`src/pcics_map.vh`:
```
// offsets, field positions, reset values, fixed read values and command codes for pcics
`ifndef PCICS_MAP_VH
`define PCICS_MAP_VH

// dword index of the command/status word in configuration space
`define PCICS_IDX_CMDSTAT 6'h01

// command half, read-write and fixed fields
`define PCICS_B_IOEN 0
`define PCICS_B_MEMEN 1
`define PCICS_B_BMEN 2
`define PCICS_B_MWI 4
`define PCICS_B_PERESP 6
`define PCICS_B_SERREN 8

// status half fields
`define PCICS_B_CAPLIST 20
`define PCICS_B_DEVT_LO 25
`define PCICS_B_DEVT_HI 26
`define PCICS_B_MDPE 24
`define PCICS_B_STA 27
`define PCICS_B_RTA 28
`define PCICS_B_RMA 29
`define PCICS_B_SSE 30
`define PCICS_B_DPE 31

// reset values of the read-write enables
`define PCICS_RST_IOEN 1'h1
`define PCICS_RST_MEMEN 1'h1
`define PCICS_RST_BMEN 1'h1
`define PCICS_RST_PERESP 1'h0
`define PCICS_RST_SERREN 1'h0

// fixed read values
`define PCICS_DEVT_MEDIUM 2'h1
`define PCICS_CAPLIST_VAL 1'h1

// bus command codes carried on the byte-enable lines
`define PCICS_CMD_IORD 4'h2
`define PCICS_CMD_IOWR 4'h3
`define PCICS_CMD_MRD 4'h6
`define PCICS_CMD_MWR 4'h7
`define PCICS_CMD_CRD 4'hA
`define PCICS_CMD_CWR 4'hB
`define PCICS_CMD_MRM 4'hC
`define PCICS_CMD_MRL 4'hE

`endif

```
`src/pcics_cfg.v`:
```
// pci command/status configuration word with parity and abort tracking
`timescale 1ns/1ps
`include "pcics_map.vh"
module pcics_cfg (
  // clock and reset
  input wire clk_in,
  input wire rst_n_in,
  // configuration access port
  input wire cfg_rd_in,
  input wire cfg_wr_in,
  input wire [5:0] cfg_idx_in,
  input wire [3:0] cfg_be_in,
  input wire [31:0] cfg_wdata_in,
  output reg [31:0] cfg_rdata_out,
  // pci bus signals, synchronous to clk_in
  input wire frame_n_in,
  input wire irdy_n_in,
  input wire trdy_n_in,
  input wire [31:0] ad_in,
  input wire [3:0] cbe_n_in,
  input wire par_in,
  input wire perr_n_in,
  input wire idsel_in,
  // address decode from the base-address logic
  input wire io_hit_in,
  input wire mem_hit_in,
  // master engine status
  input wire mst_act_in,
  input wire mst_rd_in,
  input wire mst_mabort_in,
  input wire mst_tabort_in,
  // driven pci pins
  output reg devsel_n_out,
  output reg devsel_oe_out,
  output reg perr_n_out,
  output reg perr_oe_out,
  output reg serr_n_out,
  output reg serr_oe_out,
  // enables to the rest of the function
  output reg io_en_out,
  output reg mem_en_out,
  output reg bm_en_out
);

  // target sequencer states
  localparam T_IDLE = 3'h0;
  localparam T_WAIT1 = 3'h1;
  localparam T_WAIT2 = 3'h2;
  localparam T_CLAIM = 3'h3;
  localparam T_TURN = 3'h4;

  // command classes returned by the decoder
  localparam C_NONE = 2'h0;
  localparam C_IO = 2'h1;
  localparam C_MEM = 2'h2;
  localparam C_CFG = 2'h3;

  // sorts a bus command into the space it addresses
  function [1:0] cmd_class;
    input [3:0] cmd;
    begin
      case (cmd)
        `PCICS_CMD_IORD, `PCICS_CMD_IOWR: cmd_class = C_IO;
        `PCICS_CMD_MRD, `PCICS_CMD_MWR,
        `PCICS_CMD_MRM, `PCICS_CMD_MRL: cmd_class = C_MEM;
        `PCICS_CMD_CRD, `PCICS_CMD_CWR: cmd_class = C_CFG;
        default: cmd_class = C_NONE;
      endcase
    end
  endfunction

  // read-write command enables
  reg perr_resp; // parity error response
  reg serr_en; // system error driver enable
  // sticky status flags
  reg sts_mdpe; // master data parity error
  reg sts_rta; // received target abort
  reg sts_rma; // received master abort
  reg sts_sse; // signalled system error
  reg sts_dpe; // detected parity error
  // target sequencer
  reg [2:0] t_state;
  reg t_write; // claimed transaction is a write
  reg frame_q; // frame seen asserted last clock
  // parity pipeline, one clock behind the bus
  reg [31:0] ad_q;
  reg [3:0] cbe_q;
  reg chk_vld; // previous clock needs checking
  reg chk_addr; // previous clock was an address phase
  reg chk_perr; // perr may be driven for that phase
  reg chk_mst; // that phase belonged to our master
  reg perr_hold; // perr driven high one clock after

  // decode terms
  wire addr_phase = !frame_n_in && !frame_q;
  wire xfer = !irdy_n_in && !trdy_n_in;
  wire [1:0] cls = cmd_class(cbe_n_in);
  wire par_err = chk_vld && ((^{ad_q, cbe_q}) != par_in);
  wire wr_hit = cfg_wr_in && (cfg_idx_in == `PCICS_IDX_CMDSTAT);

  // claim io and memory only while their enable is set; config is claimed on idsel
  wire claim = (cls == C_IO && io_hit_in && io_en_out) ||
    (cls == C_MEM && mem_hit_in && mem_en_out) ||
    (cls == C_CFG && idsel_in);

  // master read data phase, checked by us
  wire mst_rd_xfer = mst_act_in && mst_rd_in && xfer;
  // target data phase while claimed
  wire tgt_xfer = (t_state == T_CLAIM) && xfer;

  // sticky event terms, set wins over a clearing write
  wire set_dpe = par_err;
  wire set_sse = par_err && chk_addr && serr_en && perr_resp;
  wire set_mdpe = perr_resp && ((par_err && !chk_addr && chk_mst) ||
    (mst_act_in && !mst_rd_in && !perr_n_in));
  wire clr_hi = wr_hit && cfg_be_in[3];

  // command half writes; fixed bits are never stored
  always @(posedge clk_in or negedge rst_n_in) begin
    if (!rst_n_in) begin
      io_en_out <= `PCICS_RST_IOEN;
      mem_en_out <= `PCICS_RST_MEMEN;
      bm_en_out <= `PCICS_RST_BMEN;
      perr_resp <= `PCICS_RST_PERESP;
      serr_en <= `PCICS_RST_SERREN;
    end else if (wr_hit) begin
      // byte lane 0 holds io, memory, master and parity response
      if (cfg_be_in[0]) begin
        io_en_out <= cfg_wdata_in[`PCICS_B_IOEN];
        mem_en_out <= cfg_wdata_in[`PCICS_B_MEMEN];
        bm_en_out <= cfg_wdata_in[`PCICS_B_BMEN];
        perr_resp <= cfg_wdata_in[`PCICS_B_PERESP];
      end
      // byte lane 1 holds the system error enable
      if (cfg_be_in[1]) begin
        serr_en <= cfg_wdata_in[`PCICS_B_SERREN];
      end
    end
  end

  // sticky status flags: hardware sets, write of one clears
  always @(posedge clk_in or negedge rst_n_in) begin
    if (!rst_n_in) begin
      sts_mdpe <= 1'h0;
      sts_rta <= 1'h0;
      sts_rma <= 1'h0;
      sts_sse <= 1'h0;
      sts_dpe <= 1'h0;
    end else begin
      // a set in the clearing clock keeps the flag, so no event is lost
      sts_dpe <= set_dpe ||
        (sts_dpe && !(clr_hi && cfg_wdata_in[`PCICS_B_DPE]));
      sts_sse <= set_sse ||
        (sts_sse && !(clr_hi && cfg_wdata_in[`PCICS_B_SSE]));
      sts_rma <= mst_mabort_in ||
        (sts_rma && !(clr_hi && cfg_wdata_in[`PCICS_B_RMA]));
      sts_rta <= mst_tabort_in ||
        (sts_rta && !(clr_hi && cfg_wdata_in[`PCICS_B_RTA]));
      sts_mdpe <= set_mdpe ||
        (sts_mdpe && !(clr_hi && cfg_wdata_in[`PCICS_B_MDPE]));
    end
  end

  // read data, registered; fixed fields assembled from constants
  always @(posedge clk_in or negedge rst_n_in) begin
    if (!rst_n_in) begin
      cfg_rdata_out <= 32'h00000000;
    end else if (cfg_rd_in && cfg_idx_in == `PCICS_IDX_CMDSTAT) begin
      // everything not named below reads zero
      cfg_rdata_out <= 32'h00000000;
      cfg_rdata_out[`PCICS_B_IOEN] <= io_en_out;
      cfg_rdata_out[`PCICS_B_MEMEN] <= mem_en_out;
      cfg_rdata_out[`PCICS_B_BMEN] <= bm_en_out;
      cfg_rdata_out[`PCICS_B_MWI] <= 1'h0;
      cfg_rdata_out[`PCICS_B_PERESP] <= perr_resp;
      cfg_rdata_out[`PCICS_B_SERREN] <= serr_en;
      cfg_rdata_out[`PCICS_B_CAPLIST] <= `PCICS_CAPLIST_VAL;
      cfg_rdata_out[`PCICS_B_DEVT_HI:`PCICS_B_DEVT_LO] <=
        `PCICS_DEVT_MEDIUM;
      cfg_rdata_out[`PCICS_B_MDPE] <= sts_mdpe;
      cfg_rdata_out[`PCICS_B_STA] <= 1'h0;
      cfg_rdata_out[`PCICS_B_RTA] <= sts_rta;
      cfg_rdata_out[`PCICS_B_RMA] <= sts_rma;
      cfg_rdata_out[`PCICS_B_SSE] <= sts_sse;
      cfg_rdata_out[`PCICS_B_DPE] <= sts_dpe;
    end else begin
      // other words belong to neighbouring header logic
      cfg_rdata_out <= 32'h00000000;
    end
  end

  // target sequencer: medium decode, devsel after two clocks
  always @(posedge clk_in or negedge rst_n_in) begin
    if (!rst_n_in) begin
      t_state <= T_IDLE;
      t_write <= 1'h0;
      frame_q <= 1'h0;
      devsel_n_out <= 1'h1;
      devsel_oe_out <= 1'h0;
    end else begin
      frame_q <= !frame_n_in;
      case (t_state)
        T_IDLE: begin
          // address phase seen; our own master never claims itself
          if (addr_phase && claim && !mst_act_in) begin
            t_state <= T_WAIT1;
            t_write <= cbe_n_in[0];
          end
        end
        T_WAIT1: begin
          t_state <= T_WAIT2;
        end
        T_WAIT2: begin
          // second clock after frame was sampled asserted
          t_state <= T_CLAIM;
          devsel_n_out <= 1'h0;
          devsel_oe_out <= 1'h1;
        end
        T_CLAIM: begin
          // last data transfer ends the claim
          if (frame_n_in && xfer) begin
            t_state <= T_TURN;
            devsel_n_out <= 1'h1;
          end
        end
        T_TURN: begin
          // one clock driven high before releasing the line
          t_state <= T_IDLE;
          devsel_oe_out <= 1'h0;
        end
        default: begin
          t_state <= T_IDLE;
          devsel_n_out <= 1'h1;
          devsel_oe_out <= 1'h0;
        end
      endcase
    end
  end

  // capture the phase to be checked; parity trails by one clock
  always @(posedge clk_in or negedge rst_n_in) begin
    if (!rst_n_in) begin
      ad_q <= 32'h00000000;
      cbe_q <= 4'h0;
      chk_vld <= 1'h0;
      chk_addr <= 1'h0;
      chk_perr <= 1'h0;
      chk_mst <= 1'h0;
    end else begin
      ad_q <= ad_in;
      cbe_q <= cbe_n_in;
      // every address phase plus our claimed target transfers and master read transfers
      chk_vld <= addr_phase || tgt_xfer || mst_rd_xfer;
      chk_addr <= addr_phase;
      // perr belongs to the receiver of the data
      chk_perr <= (tgt_xfer && t_write) || mst_rd_xfer;
      chk_mst <= mst_rd_xfer;
    end
  end

  // error pins: perr for data, serr for address parity
  always @(posedge clk_in or negedge rst_n_in) begin
    if (!rst_n_in) begin
      perr_n_out <= 1'h1;
      perr_oe_out <= 1'h0;
      perr_hold <= 1'h0;
      serr_n_out <= 1'h1;
      serr_oe_out <= 1'h0;
    end else begin
      // perr is sustained tri-state: low, then high for one clock
      if (par_err && !chk_addr && chk_perr && perr_resp) begin
        perr_n_out <= 1'h0;
        perr_oe_out <= 1'h1;
        perr_hold <= 1'h1;
      end else if (perr_hold) begin
        perr_n_out <= 1'h1;
        perr_hold <= 1'h0;
      end else begin
        perr_n_out <= 1'h1;
        perr_oe_out <= 1'h0;
      end
      // serr is open drain: enable only while pulling low
      if (set_sse) begin
        serr_n_out <= 1'h0;
        serr_oe_out <= 1'h1;
      end else begin
        serr_n_out <= 1'h1;
        serr_oe_out <= 1'h0;
      end
    end
  end

endmodule // pcics_cfg

```
`config.mk`:
```
export PLATFORM = sky130hd
export DESIGN_NAME = pcics_cfg
export DESIGN_NICKNAME = d
export VERILOG_FILES = /design/src/pcics_cfg.v
export VERILOG_INCLUDE_DIRS = /design/src
export SDC_FILE = /design/constraint.sdc
export NUM_CORES = 1
export LEC_CHECK = 0
export ABC_CLOCK_PERIOD_IN_PS = 1700
export CAP_MARGIN = 15
export CELL_PAD_IN_SITES_DETAIL_PLACEMENT = 2
export CELL_PAD_IN_SITES_GLOBAL_PLACEMENT = 2
export CORE_AREA = 5 5 103 105
export CTS_CLUSTER_SIZE = 14
export DETAILED_ROUTE_END_ITERATION = 8
export DIE_AREA = 0 0 108 110
export DONT_BUFFER_PORTS = 1
export PLACE_DENSITY_LB_ADDON = 0.1
export RECOVER_POWER = 25
export SKIP_CTS_REPAIR_TIMING = 1
export SKIP_LAST_GASP = 1
export SLEW_MARGIN = 20
export SYNTH_ARGS = -nofsm -noshare
export SYNTH_HDL_FRONTEND = slang
export SYNTH_SLANG_ARGS = --single-unit
```
`constraint.sdc`:
```
create_clock -name clk_in -period 1.7 [get_ports clk_in]
set_clock_uncertainty 0.1 [all_clocks]
set_input_delay 0.34 -clock clk_in [delete_from_list [all_inputs] [get_ports clk_in]]
set_output_delay 0.34 -clock clk_in [all_outputs]
set_load 0.01 [all_outputs]
```
==> results.py <==
metrics = {
    "sta": {
        "fin_tns_setup_ps": -3170,
        "finalCritPeriodShare_pct": 123,
        "setup_slack_ps": -390,
        "setup_violations": 9,
        "tightestPinTransition_ps": 505,
        "finalMaxSlewViolations": 0,
        "period_needed_ps": 2090,
        "fmax_mhz": 479,
        "fin_worst_hold_slack_ps": -412,
        "hold_viol": 73,
        "rsz0062_at_grt": "yes",
        "relSlewSlack_pct": 65.9,
    },
    "clock_network": {
        "clkSinkCount": 73,
        "cts_made_buffers": 9,
        "clock_latency_ps": 340,
        "ctsRootBufferMaster": "clkbuf_8",
        "cts_buffer_depth": 2,
        "clk_pin_slew_ps": 80,
        "ctsHtreeMaxLevel": 3,
        "cts_tree": "yes",
    },
    "power": {
        "swShare_pct": 26.0,
        "clkPwrFrac_pct": 37.5,
        "finalPower_mw": 4.37,
        "static-leakage-power_nw": 1.60,
        "p_comb_share_pct": 17.0,
        "peakVddDrop_mv": 0.526,
        "pwr-share-seq_pct": 45.5,
        "p_int_mw": 3.23,
        "switchingPower_mw": 1.13,
        "powerDensity_nw_per_um2": 1220,
    },
    "cells_and_area": {
        "ff_latch_area_um2": 1830,
        "drive_gt1_share_pct": 15.4,
        "n_antenna_cell": 0,
        "fin_nets": 355,
        "multi_input_area_um2": 900,
        "area_growth_pct": 27.4,
        "nFillCells": 996,
    },
    "floorplan": {
        "start_util_pct": 29.5,
        "die_y_um": 110,
        "num_rows": 36,
        "die_w_um": 108,
        "core_area_um2": 9550,
        "design.die.area_um2": 11900,
        "ios": 135,
    },
    "synth": {
        "synth.area.mux_share_pct": 2.40,
        "synth_top_family_by_area": "XOR/XNOR gates",
        "yosysMostFrequentCell": "dfrtp_1",
        "synth_top_area_share_pct": 59.5,
        "synth-compound-area-share_pct": 3.60,
        "synthTopCellsByArea": "dfrtp_1 60%, xnor2_1 8.1%, dfstp_2 5.6%",
        "synthAdderAreaFrac_pct": 0,
        "syn_area_per_cell_um2": 13.4,
        "ys_seq_elements": 73,
        "syn_inst": 211,
        "async_flop_share_pct": 100,
        "ys_seq_area_share_pct": 65.1,
        "ys_types": 32,
        "synth.top_cells.by_count": "67 x dfrtp_1, 26 x xnor2_1, 21 x buf_4",
        "yosys.area_share.simple_pct": 9.77,
        "ys.flop_type": "dfrtp_1",
        "synth_edf_count": 0,
        "syn_area_um2": 2820,
        "ys_warn_count": 0,
        "synth_largest_area_cell": "dfrtp_1",
        "synth_xor_area_share_pct": 12.3,
    },
    "drt": {
        "antenna_left": 0,
        "via_count": 1681,
        "route.detailed.drc": 0,
        "drt-total-wl_um": 7210,
        "via_per_inst": 4.21,
        "drt-pass1-iter-count": 4,
        "wire_per_inst_um": 18.1,
        "drtIter0Drc": 42,
    },
    "worst_setup_path": {
        "r2r_setup_slack_ps": -390,
        "arrival_ps": 2260,
        "critPathMaxFanout": 8,
        "critPathRequiredTime_ps": 1870,
        "crit_type": "reg -> reg",
        "cp_cell_sequence": "xor2_1, xnor2_1, xnor2_1, xnor3_2, xnor2_4, or2_1",
        "crit_slowest_cell": "xnor3_2",
        "cp-end-kind": "flop",
        "worst_r2r_path_depth": 6,
        "r2r_start": "ad_q[6]$_DFF_PN0_",
        "slowest_delay_ps": 510,
        "cpMostUsedCell": "xnor2_1",
        "rr_endpoint": "serr_n_out$_DFF_PN1_",
        "start_kind": "flop",
    },
    "run": {
        "maxCapViolCount": 0,
    },
    "global_routing": {
        "grt_overflow": 0,
        "grt.busiest_layer": "met2",
        "met2_usage_pct": 20.2,
        "grt.total_usage_pct": 11.3,
        "grt_pass1_wl_um": 9860,
        "grt_max_degree": 74,
        "grt_pass1_vias": 1815,
        "met3_usage_pct": 5.65,
        "antenna_found_initial": 0,
        "grtUsageMet1_pct": 10.9,
    },
    "placed_design": {
        "gp_congestion": 0.653,
        "port_buffers": 0,
        "preCtsSetupSlack_ps": -297,
        "dp_hpwl_um": 4830,
    },
    "outcome": {
        "status": "finished with violations",
        "failed_checks": "negative hold slack, negative setup slack",
    },
    "min_path": {
        "hold_class": "in -> async",
    },
}
[cell usage in the layout (no fill, tap or decap), drive strengths merged, types with 5 or more instances in the layout]
| master | instances |
|---|---|
| mux2 | 6 |
| and3 | 12 |
| nand3 | 5 |
| conb | 20 |
| nand2 | 12 |
| o21ai | 5 |
| clkbuf | 10 |
| buf | 5 |
| nor2 | 7 |
| inv | 6 |
| xnor2 | 28 |
| dfstp | 6 |
| dfrtp | 67 |
| a21oi | 7 |
| dlygate4sd3 | 39 |
| xor2 | 6 |
[cells by family (layout without fill, tap and decap cells)]
kind of cell    count (synthesis)  after routing
xor+xnor                       35             35
other cells                     1             20
mux                             6              6
flops                          73             73
buf+inv                        29             65
compound gates                 17             17
simple gates                   50             50
[metrics by stage]
step                area (um^2)  util [%]  cells
finish                     3590      37.6    399
global route               3590      37.6    399
global placement           2940      30.8    344
CTS                        3190      33.4    360
detailed placement         2940      30.8    344
floorplan                  2910         -    230
[how the worst max path moves through the flow]
stage                                  start                      end  slack, ps  cells past startpoint
after floorplan            ad_q[7]$_DFF_PN0_     perr_n_out$_DFF_PN1_       -140                      6
after global placement     ad_q[2]$_DFF_PN0_        sts_dpe$_DFF_PN0_       -280                      6
after detailed placement  cbe_q[3]$_DFF_PN0_  perr_oe_out$_DFFE_PN0P_       -300                      6
after CTS                  ad_q[4]$_DFF_PN0_  perr_oe_out$_DFFE_PN0P_       -320                      6
after global routing       ad_q[6]$_DFF_PN0_        sts_sse$_DFF_PN0_       -470                      6
final                      ad_q[6]$_DFF_PN0_     serr_n_out$_DFF_PN1_       -390                      6
[worst max-delay path: cells and delay by family (launching register included)]
family        cells  cell delay, ps
xor+xnor          5            1300
simple gates      1             240
flops             1             380
[sequential cells by signal, indices dropped and copies added, names as in the netlist, 3 cells and up]
name           flops
t_state            3
ad_q              32
cbe_q              4
cfg_rdata_out     11
[area by class of cell]
cell class / count / share of cell area [%]
clock buffers: 10 / 3.56
repair buffers: 44 / 11.9
flip-flops and latches: 73 / 51.1
well taps: 133 / 4.64
clock inverters: 6 / 3.21
multi-input cells: 128 / 25.1
inverters: 5 / 0.523
[metal layers]
| metal | vias to the layer above | share of wire, % |
|---|---|---|
| met1 | 856 | 37 |
| met5 | - | 0 |
| met4 | 0 | 1.7 |
| met3 | 11 | 6.5 |
| met2 | 63 | 55 |
| li1 | 751 | - |
[power by group through the flow]
stage	logic, mW	registers, mW	clock network (mW)
6_report	0.744	1.99	1.64
3_3_place_gp	0.658	2.01	0
2_1_floorplan	0.597	1.98	0
5_1_grt	0.816	2.01	1.79
3_5_place_dp	0.666	2.02	0
4_1_cts	0.674	1.99	1.71
Note: power is estimated with default switching activity, not from simulation.
